<file path="src/bcd_pkg.sv">
// package: field layout, reset values and decoded-setting types for the boot config decoder
package bcd_pkg;
	// word 0 fields
	localparam int W0_CODE_PROTECT_BIT   = 28;
	localparam int W0_DEBUG_CHAN_BIT     = 3;
	localparam int W0_DEBUG_EN_LSB       = 0;
	// word 1 fields
	localparam int W1_WDT_FUSE_BIT       = 23;
	localparam int W1_WDT_POST_LSB       = 16;
	localparam int W1_CLK_SW_MON_LSB     = 14;
	localparam int W1_PB_DIV_LSB         = 12;
	localparam int W1_CLK_OUT_DIS_BIT    = 10;
	localparam int W1_POSC_MODE_LSB      = 8;
	localparam int W1_TWO_SPEED_BIT      = 7;
	localparam int W1_SOSC_EN_BIT        = 5;
	localparam int W1_STARTUP_OSC_LSB    = 0;
	// word 2 fields
	localparam int W2_PLL_ODIV_LSB       = 16;
	localparam int W2_USB_PLL_BYP_BIT    = 15;
	localparam int W2_USB_PLL_IDIV_LSB   = 8;
	localparam int W2_PLL_MUL_LSB        = 4;
	localparam int W2_PLL_IDIV_LSB       = 0;
	// codes
	localparam logic [1:0] DEBUG_EN_CODE   = 2'h2;
	localparam logic [1:0] DEBUG_OFF_CODE  = 2'h3;
	localparam logic [4:0] WDT_POST_MAX    = 5'h14;
	localparam logic [1:0] POSC_OFF_CODE   = 2'h3;
	localparam logic [1:0] POSC_EXT_CODE   = 2'h0;
	localparam logic [1:0] CSM_SW_ONLY     = 2'h1;
	localparam logic [1:0] CSM_SW_FSCM     = 2'h0;
	// reset values of held settings (all-erased words read as ones)
	localparam logic [31:0] WORD_ERASED    = 32'hFFFF_FFFF;
	// cycles after reset release before settings are flagged valid
	localparam int LOAD_NS                 = 300;
	localparam int CLK_NS                  = 100;
	localparam logic [1:0] LOAD_CYCLES     = 2'((LOAD_NS + CLK_NS - 1) / CLK_NS);

	typedef enum logic [2:0] {
		OSC_FRC, OSC_FRC_DIVN_PLL, OSC_PRIMARY, OSC_PRIMARY_PLL,
		OSC_SECONDARY, OSC_LOW_POWER_RC, OSC_FRC_DIV16, OSC_FRC_DIVN
	} bcd_osc_e;

	typedef enum logic [1:0] {
		POSC_EXT_CLOCK, POSC_STD_CRYSTAL, POSC_HS_CRYSTAL, POSC_DISABLED
	} bcd_posc_e;

	// the decoded settings handed to clock, watchdog and debug units
	typedef struct packed {
		logic          debug_channel_select;
		logic          debugger_enable;
		logic [1:0]    debug_field_eff;
		logic          code_protect_active;
		logic          watchdog_forced_on;
		logic          watchdog_sw_enable_allowed;
		logic [4:0]    watchdog_postscale_eff;
		logic          clock_switch_enable;
		logic          fail_safe_monitor_enable;
		logic [3:0]    periph_bus_div;
		logic          clock_output_enable;
		bcd_posc_e     primary_osc_mode;
		logic          two_speed_startup_en;
		logic          secondary_osc_en;
		bcd_osc_e      startup_osc_select;
		logic [8:0]    sys_pll_out_div;
		logic          usb_pll_enable;
		logic          usb_pll_bypass;
		logic [3:0]    usb_pll_in_div;
		logic [4:0]    sys_pll_multiplier;
		logic [3:0]    sys_pll_in_div;
	} bcd_cfg_s;

	// whole state of the decoder apart from the read data register
	typedef struct packed {
		bcd_cfg_s      cfg;
		logic [31:0]   word_clock_watchdog;
		logic [31:0]   word_pll;
		logic [1:0]    load_cnt;
		logic          valid;
	} bcd_state_s;
endpackage : bcd_pkg

</file>
<file path="src/bcd_boot_config_word_decoder.sv">
// boot configuration word decoder: samples config words during reset and holds settings
// Summary of operation
// debug channel bit set selects second programming pair, clear selects first
// debugger enabled only for code 10; forced to 11 under code protection
// watchdog fuse set forces watchdog on; clear lets software enable it
// watchdog postscale ratio is two to the power of the code
// postscale codes above 10100 behave as 10100
// upper bit set disables switching and monitor; 01 switching; 00 both
// peripheral bus clock is system clock divided by 1, 2, 4 or 8
// clock output only when its disable bit is 0 and oscillator mode 11 or 00
// primary oscillator mode: 11 off, 10 high-speed, 01 crystal, 00 external
// switchover bit enables two-speed start-up on internal oscillator
// secondary oscillator enabled when its bit is 1
// start-up oscillator field picks one of eight sources
// programmer should not disable primary oscillator when it is start-up source
// system pll output divider 1,2,4,8,16,32,64,256
// usb pll enabled when bit is 0, disabled and bypassed when 1
// usb pll input divider 1,2,3,4,5,6,10,12
// system pll multiplier 15..21 then 24
// programmer writes reserved word positions as ones
// system pll input divider 1,2,3,4,5,6,10,12
// code protect bit 0 enables protection
// settings captured during reset and held while running
//
// Added by the designer: the strobed register port and the register addresses.
`timescale 1ns/10ps
module bcd_boot_config_word_decoder (
	// clock and reset
	input  wire logic              CORE_CLK,
	input  wire logic              SRST,
	// programmed configuration memory
	input  wire logic [31:0]       CFG_WORD_DEBUG,
	input  wire logic [31:0]       CFG_WORD_CLOCK_WATCHDOG,
	input  wire logic [31:0]       CFG_WORD_PLL,
	// register port
	input  wire logic [1:0]        REG_ADDR,
	input  wire logic [31:0]       REG_WDATA,
	input  wire logic              REG_WR,
	input  wire logic              REG_RD,
	output logic [31:0]            REG_RDATA,
	// decoded settings
	output bcd_pkg::bcd_cfg_s      CFG_OUT,
	output logic                   CFG_VALID
);
	// register indexes
	localparam logic [1:0] IDX_CLOCK_WATCHDOG = 2'h0;
	localparam logic [1:0] IDX_PLL            = 2'h1;
	localparam logic [1:0] IDX_STATUS         = 2'h2;

	bcd_pkg::bcd_state_s st_r;
	bcd_pkg::bcd_state_s st_nxt;
	logic [31:0]         rdata_r;
	logic [31:0]         rdata_nxt;

	// ratio code to divide value for 1,2,3,4,5,6,10,12 input dividers
	function automatic logic [3:0] in_div(input logic [2:0] code);
		unique case (code)
			3'h6:    in_div = 4'hA;
			3'h7:    in_div = 4'hC;
			default: in_div = 4'(code) + 4'h1;
		endcase
	endfunction

	// full decode of the three words into settings
	function automatic bcd_pkg::bcd_cfg_s decode(input logic [31:0] w0, input logic [31:0] w1,
		input logic [31:0] w2);
		bcd_pkg::bcd_cfg_s c;
		logic [1:0]        dbg;
		logic [4:0]        wps;
		logic [1:0]        csm;
		logic [2:0]        odiv;
		logic [2:0]        mul;
		c = '0;
		c.code_protect_active = ~w0[bcd_pkg::W0_CODE_PROTECT_BIT];
		c.debug_channel_select = w0[bcd_pkg::W0_DEBUG_CHAN_BIT];
		dbg = w0[bcd_pkg::W0_DEBUG_EN_LSB +: 2];
		if (c.code_protect_active) begin
			dbg = bcd_pkg::DEBUG_OFF_CODE;
		end
		c.debug_field_eff = dbg;
		c.debugger_enable = (dbg == bcd_pkg::DEBUG_EN_CODE);
		c.watchdog_forced_on = w1[bcd_pkg::W1_WDT_FUSE_BIT];
		c.watchdog_sw_enable_allowed = ~w1[bcd_pkg::W1_WDT_FUSE_BIT];
		wps = w1[bcd_pkg::W1_WDT_POST_LSB +: 5];
		c.watchdog_postscale_eff = (wps > bcd_pkg::WDT_POST_MAX) ?
			bcd_pkg::WDT_POST_MAX : wps;
		csm = w1[bcd_pkg::W1_CLK_SW_MON_LSB +: 2];
		c.clock_switch_enable = (csm == bcd_pkg::CSM_SW_ONLY) ||
			(csm == bcd_pkg::CSM_SW_FSCM);
		c.fail_safe_monitor_enable = (csm == bcd_pkg::CSM_SW_FSCM);
		c.periph_bus_div = 4'h1 << w1[bcd_pkg::W1_PB_DIV_LSB +: 2];
		c.primary_osc_mode = bcd_pkg::bcd_posc_e'(w1[bcd_pkg::W1_POSC_MODE_LSB +: 2]);
		c.clock_output_enable = ~w1[bcd_pkg::W1_CLK_OUT_DIS_BIT] &&
			((w1[bcd_pkg::W1_POSC_MODE_LSB +: 2] == bcd_pkg::POSC_OFF_CODE) ||
			 (w1[bcd_pkg::W1_POSC_MODE_LSB +: 2] == bcd_pkg::POSC_EXT_CODE));
		c.two_speed_startup_en = w1[bcd_pkg::W1_TWO_SPEED_BIT];
		c.secondary_osc_en = w1[bcd_pkg::W1_SOSC_EN_BIT];
		c.startup_osc_select = bcd_pkg::bcd_osc_e'(w1[bcd_pkg::W1_STARTUP_OSC_LSB +: 3]);
		odiv = w2[bcd_pkg::W2_PLL_ODIV_LSB +: 3];
		c.sys_pll_out_div = (odiv == 3'h7) ? 9'h100 : (9'h001 << odiv);
		c.usb_pll_bypass = w2[bcd_pkg::W2_USB_PLL_BYP_BIT];
		c.usb_pll_enable = ~w2[bcd_pkg::W2_USB_PLL_BYP_BIT];
		c.usb_pll_in_div = in_div(w2[bcd_pkg::W2_USB_PLL_IDIV_LSB +: 3]);
		mul = w2[bcd_pkg::W2_PLL_MUL_LSB +: 3];
		c.sys_pll_multiplier = (mul == 3'h7) ? 5'h18 : (5'h0F + 5'(mul));
		c.sys_pll_in_div = in_div(w2[bcd_pkg::W2_PLL_IDIV_LSB +: 3]);
		return c;
	endfunction

	// next-state: sample while reset is held, hold afterwards
	always_comb begin
		st_nxt = st_r;
		if (SRST) begin
			st_nxt.cfg = decode(CFG_WORD_DEBUG, CFG_WORD_CLOCK_WATCHDOG, CFG_WORD_PLL);
			st_nxt.word_clock_watchdog = CFG_WORD_CLOCK_WATCHDOG;
			st_nxt.word_pll = CFG_WORD_PLL;
			st_nxt.load_cnt = '0;
			st_nxt.valid = 1'b0;
		end else if (!st_r.valid) begin
			st_nxt.load_cnt = st_r.load_cnt + 2'h1;
			st_nxt.valid = (st_r.load_cnt + 2'h1) >= bcd_pkg::LOAD_CYCLES;
		end
	end

	// register read mux, unmapped reads zero; writes ignored (read only words)
	always_comb begin
		rdata_nxt = '0;
		if (REG_RD) begin
			unique case (REG_ADDR)
				IDX_CLOCK_WATCHDOG: rdata_nxt = st_r.word_clock_watchdog;
				IDX_PLL:            rdata_nxt = st_r.word_pll;
				IDX_STATUS:         rdata_nxt = {29'h0, st_r.cfg.code_protect_active,
					st_r.cfg.debugger_enable, st_r.valid};
				default:            rdata_nxt = '0;
			endcase
		end
	end

	// state registers; synchronous reset loads the sampled words
	always_ff @(posedge CORE_CLK) begin
		st_r <= st_nxt;
		rdata_r <= rdata_nxt;
	end

	assign REG_RDATA = rdata_r;
	assign CFG_OUT   = st_r.cfg;
	assign CFG_VALID = st_r.valid;
endmodule // bcd_boot_config_word_decoder

</file>
<file path="config.mk">
export PLATFORM = sky130hd
export DESIGN_NAME = bcd_boot_config_word_decoder
export DESIGN_NICKNAME = d
export VERILOG_FILES = /design/src/bcd_pkg.sv /design/src/bcd_boot_config_word_decoder.sv
export SDC_FILE = /design/constraint.sdc
export NUM_CORES = 1
export LEC_CHECK = 0
export BUFFER_PORTS_ARGS = -buffer_cell sky130_fd_sc_hd__buf_4
export CAP_MARGIN = 15
export CORE_MARGIN = 2
export CORE_UTILIZATION = 33
export CTS_CLUSTER_DIAMETER = 120
export DETAILED_ROUTE_END_ITERATION = 10
export PLACE_DENSITY = 0.58
export RECOVER_POWER = 25
export SETUP_SLACK_MARGIN = 0.05
export SYNTH_ARGS = -nofsm -noshare
export SYNTH_HDL_FRONTEND = slang
export SYNTH_SLANG_ARGS = --single-unit
</file>
<file path="constraint.sdc">
create_clock -name CORE_CLK -period 1.2 [get_ports CORE_CLK]
set_clock_uncertainty 0.2 [all_clocks]
set_input_delay 0.12 -clock CORE_CLK [delete_from_list [all_inputs] [get_ports CORE_CLK]]
set_output_delay 0.12 -clock CORE_CLK [all_outputs]
set_load 0.1 [all_outputs]
</file>
==> impl_metrics.toml <==
[outcome]
status = "finished with violations"
violations = "hold timing, setup timing"

[worst_setup_path]
crit_path_end_kind = "primary output"
cp.arrival_ns = 1.05
cp_max_fo = 2
rr_worst_depth = 5
cp.depth = 1
rrSetupSlack_ns = 0.06
rr_endpoint = "st_r[2]$_SDFFE_PP0N_"
path_cells = "buf_8"
critPathKind = "flop to primary output"
cp_num_buf_inv = 1
required_ns = 0.88
worstSetupEndpoint = "CFG_OUT[28]"
max_stage_delay_ns = 0.43
critPathSlowestCell = "edfxtp_1"
crit_family = "flip-flops"
regToRegStartpoint = "st_r[1]$_SDFFE_PP0N_"
startpoint_type = "flop"
cp-startpoint = "st_r[42]$_DFFE_PP_"

[die]
dieArea_um2 = 17000
io_pins = 217
chipWidth_um = 130
row_count = 46
initial_core_util_pct = 33.5
die_y_um = 130
core_um2 = 15700

[timing]
rsz0062_at_grt = "yes"
worst_pin_slew_ns = 0.776
setup_ws_ns = -0.168
whs_ns = -0.0305
post-route-min-period_ns = 1.37
slew_violations = 0
clock.fmax_mhz = 731
final-setup-viol-count = 89
relSlewSlack_pct = 48.2
fin_crit_sh_pct = 114
hold_viol = 8

[power_and_ir_drop]
p_leak_nw = 3.51
p_comb_share_pct = 22.5
vdd_drop_max_mv = 0.975
p_int_w = 0.0101
p_switching_w = 0.00430
powerDensity_nw_per_um2 = 1690
p_sw_share_pct = 29.9
seqPwrFrac_pct = 40.9
p_clk_share_pct = 36.6

[logic_synthesis]
synth-seq-cells = 140
synth_cells = 342
synth_top_cell_by_area = "edfxtp_1"
yosys_warnings = 0
synthArstFlopShare_pct = 0
synth_top_area_share_pct = 60.0
yosysSeqAreaShare_pct = 73.3
syn_area_um2 = 5260
synth_cell_type_count = 30
avgSynthCellArea_um2 = 15.4
synthTopCellsByCount = "edfxtp_1, buf_4, dfxtp_1"
synth_fp_nets = 484
synth_edf_count = 105
synthFlopType = "edfxtp_1"
yosysMostFrequentCell = "edfxtp_1"
synth_area_leaders = "edfxtp_1, dfxtp_1, buf_4"

[detailed_routing]
wirelength_mm = 11.4
drtAntennaViolNets = 0
wl_per_cell_um = 14.7
drt_iter0_drc = 161
route.detailed.drc = 0
viasPerCell = 4.19
num_vias = 3253
dr.pass1.iters = 4

[final_layout]
design_area_um2 = 8490
nets = 689
utilization_pct = 54.1
instances_no_fill = 776
drive_above_1_share_pct = 46.1
area_growth_pct = 61.6
antenna_cells = 0

[clock_tree]
root_buffer = "clkbuf_16"
clk_latency_ns = 0.41
cts_buffers = 17
clockBufferDepth = 2
clk_pin_slew_ns = 0.06
tritoncts = "built"
cts_sinks = 140
htree_levels = 4

[placed_design]
numPortBuffers = 155
routabilityCongestion = 0.713
hpwl_mm = 6.79
placed_cells = 664
place_area_um2 = 6430

[global_routing]
grtUsageTotal_pct = 13.5
grt_max_degree = 55
grt-ovfl-total = 0
grt_pass1_wl_mm = 17.0
antenna_found_initial = 0
grt_pass1_vias = 3447

[run]
maxCapViolCount = 0

[min_path]
min_path_type = "primary input to flop"
==> power groups by stage <==
| stage | registers [W] | logic (W) | clock network, W |
|---|---|---|---|
| 4_1_cts | 0.00586 | 0.00316 | 0.00537 |
| 3_3_place_gp | 0.00589 | 0.00260 | 0 |
| 2_1_floorplan | 0.00638 | 0.00157 | 0 |
| 3_5_place_dp | 0.00590 | 0.00263 | 0 |
| 6_report | 0.00588 | 0.00323 | 0.00526 |
| 5_1_grt | 0.00592 | 0.00337 | 0.00559 |
==> metal layers <==
metal	routed length [um]	vias to the layer above	track usage [%]	share of wire (%)
met4	150	0	5.12	1.3
met5	0	-	0	0
met2	6030	107	23.7	53
li1	-	1550	-	-
met3	753	13	5.78	6.6
met1	4480	1583	14.4	39
==> kinds of logic after synthesis <==
logic type      share of synthesized area (%)
compound gates                           1.95
xor+xnor                                0.333
fa+ha+maj                                1.90
buf+inv                                  9.64
flops                                    73.3
mux                                      6.09
other cells                            0.0713
simple gates                             6.69
==> metrics by stage <==
stage / power, W / setup TNS (ns) / setup slack [ns]
after floorplan: 0.00795 / 0 / 0.0464
after CTS: 0.0144 / -9.86 / -0.206
after global routing: 0.0149 / -11.96 / -0.214
after detailed placement: 0.00853 / -0.0122 / -0.0122
final: 0.0144 / -8.12 / -0.168
after global placement: 0.00849 / 0 / 0.00427
==> how the worst min path moves through the flow <==
stage                                startpoint                  endpoint  slack [ns]  cells past startpoint
floorplan                                  SRST      CFG_VALID$_SDFF_PP0_       -0.02                      1
global placement     CFG_WORD_CLOCK_WATCHDOG[5]        st_r[40]$_DFFE_PP_         0.1                      1
detailed placement  CFG_WORD_CLOCK_WATCHDOG[21]        st_r[56]$_DFFE_PP_         0.1                      1
CTS                                 REG_ADDR[0]   REG_RDATA[6]$_SDFF_PN0_       -0.02                      4
global route                        REG_ADDR[0]  REG_RDATA[10]$_SDFF_PN0_       -0.02                      4
finish                              REG_ADDR[0]  REG_RDATA[10]$_SDFF_PN0_       -0.03                      4
==> timing repair <==
item | in CTS | in global routing
setup buffers | 5 | 1
endpoints found under the setup margin | 84 | 106
pin swaps | 0 | 5
resized for setup | 153 | 17
hold buffers | 70 | 8
endpoints found under the hold margin | 131 | 23
cloned | 0 | 3
==> layout by cell type, fill, tap and decap left out, types with 2 or more instances in the layout <==
cell type	count
clkbuf_4	2
mux2i_1	32
buf_4	79
nand3b_1	3
a21oi_1	7
inv_1	13
nand2_1	6
nor2b_1	3
o21ai_0	3
a21o_1	2
nor3b_1	3
bufinv_16	3
edfxtp_1	105
inv_6	2
xor2_1	2
and3b_1	2
dfxtp_2	33
nor2_2	17
buf_6	46
nor2_1	24
and2_1	6
ha_1	7
o21ai_1	3
dlygate4sd3_1	70
clkinvlp_4	3
o21a_1	2
clkinv_4	2
clkinv_2	4
clkbuf_16	20
buf_8	6
buf_12	37
==> state kept, by name (all words and copies together), names as in the netlist <==
register and cells:
REG_RDATA 32, st_r 63, CFG_OUT 44, CFG_VALID 1
==> area by class of cell <==
class | count | area, um2
multi-input combinational | 129 | 926
clock inverter | 15 | 171
inverter | 14 | 52.6
fill | 1254 | 7220
clock buffer | 17 | 425
tap | 216 | 270
sequential | 140 | 3900
timing repair buffer | 245 | 2750
No activity file was read; power rests on OpenSTA's default activity.
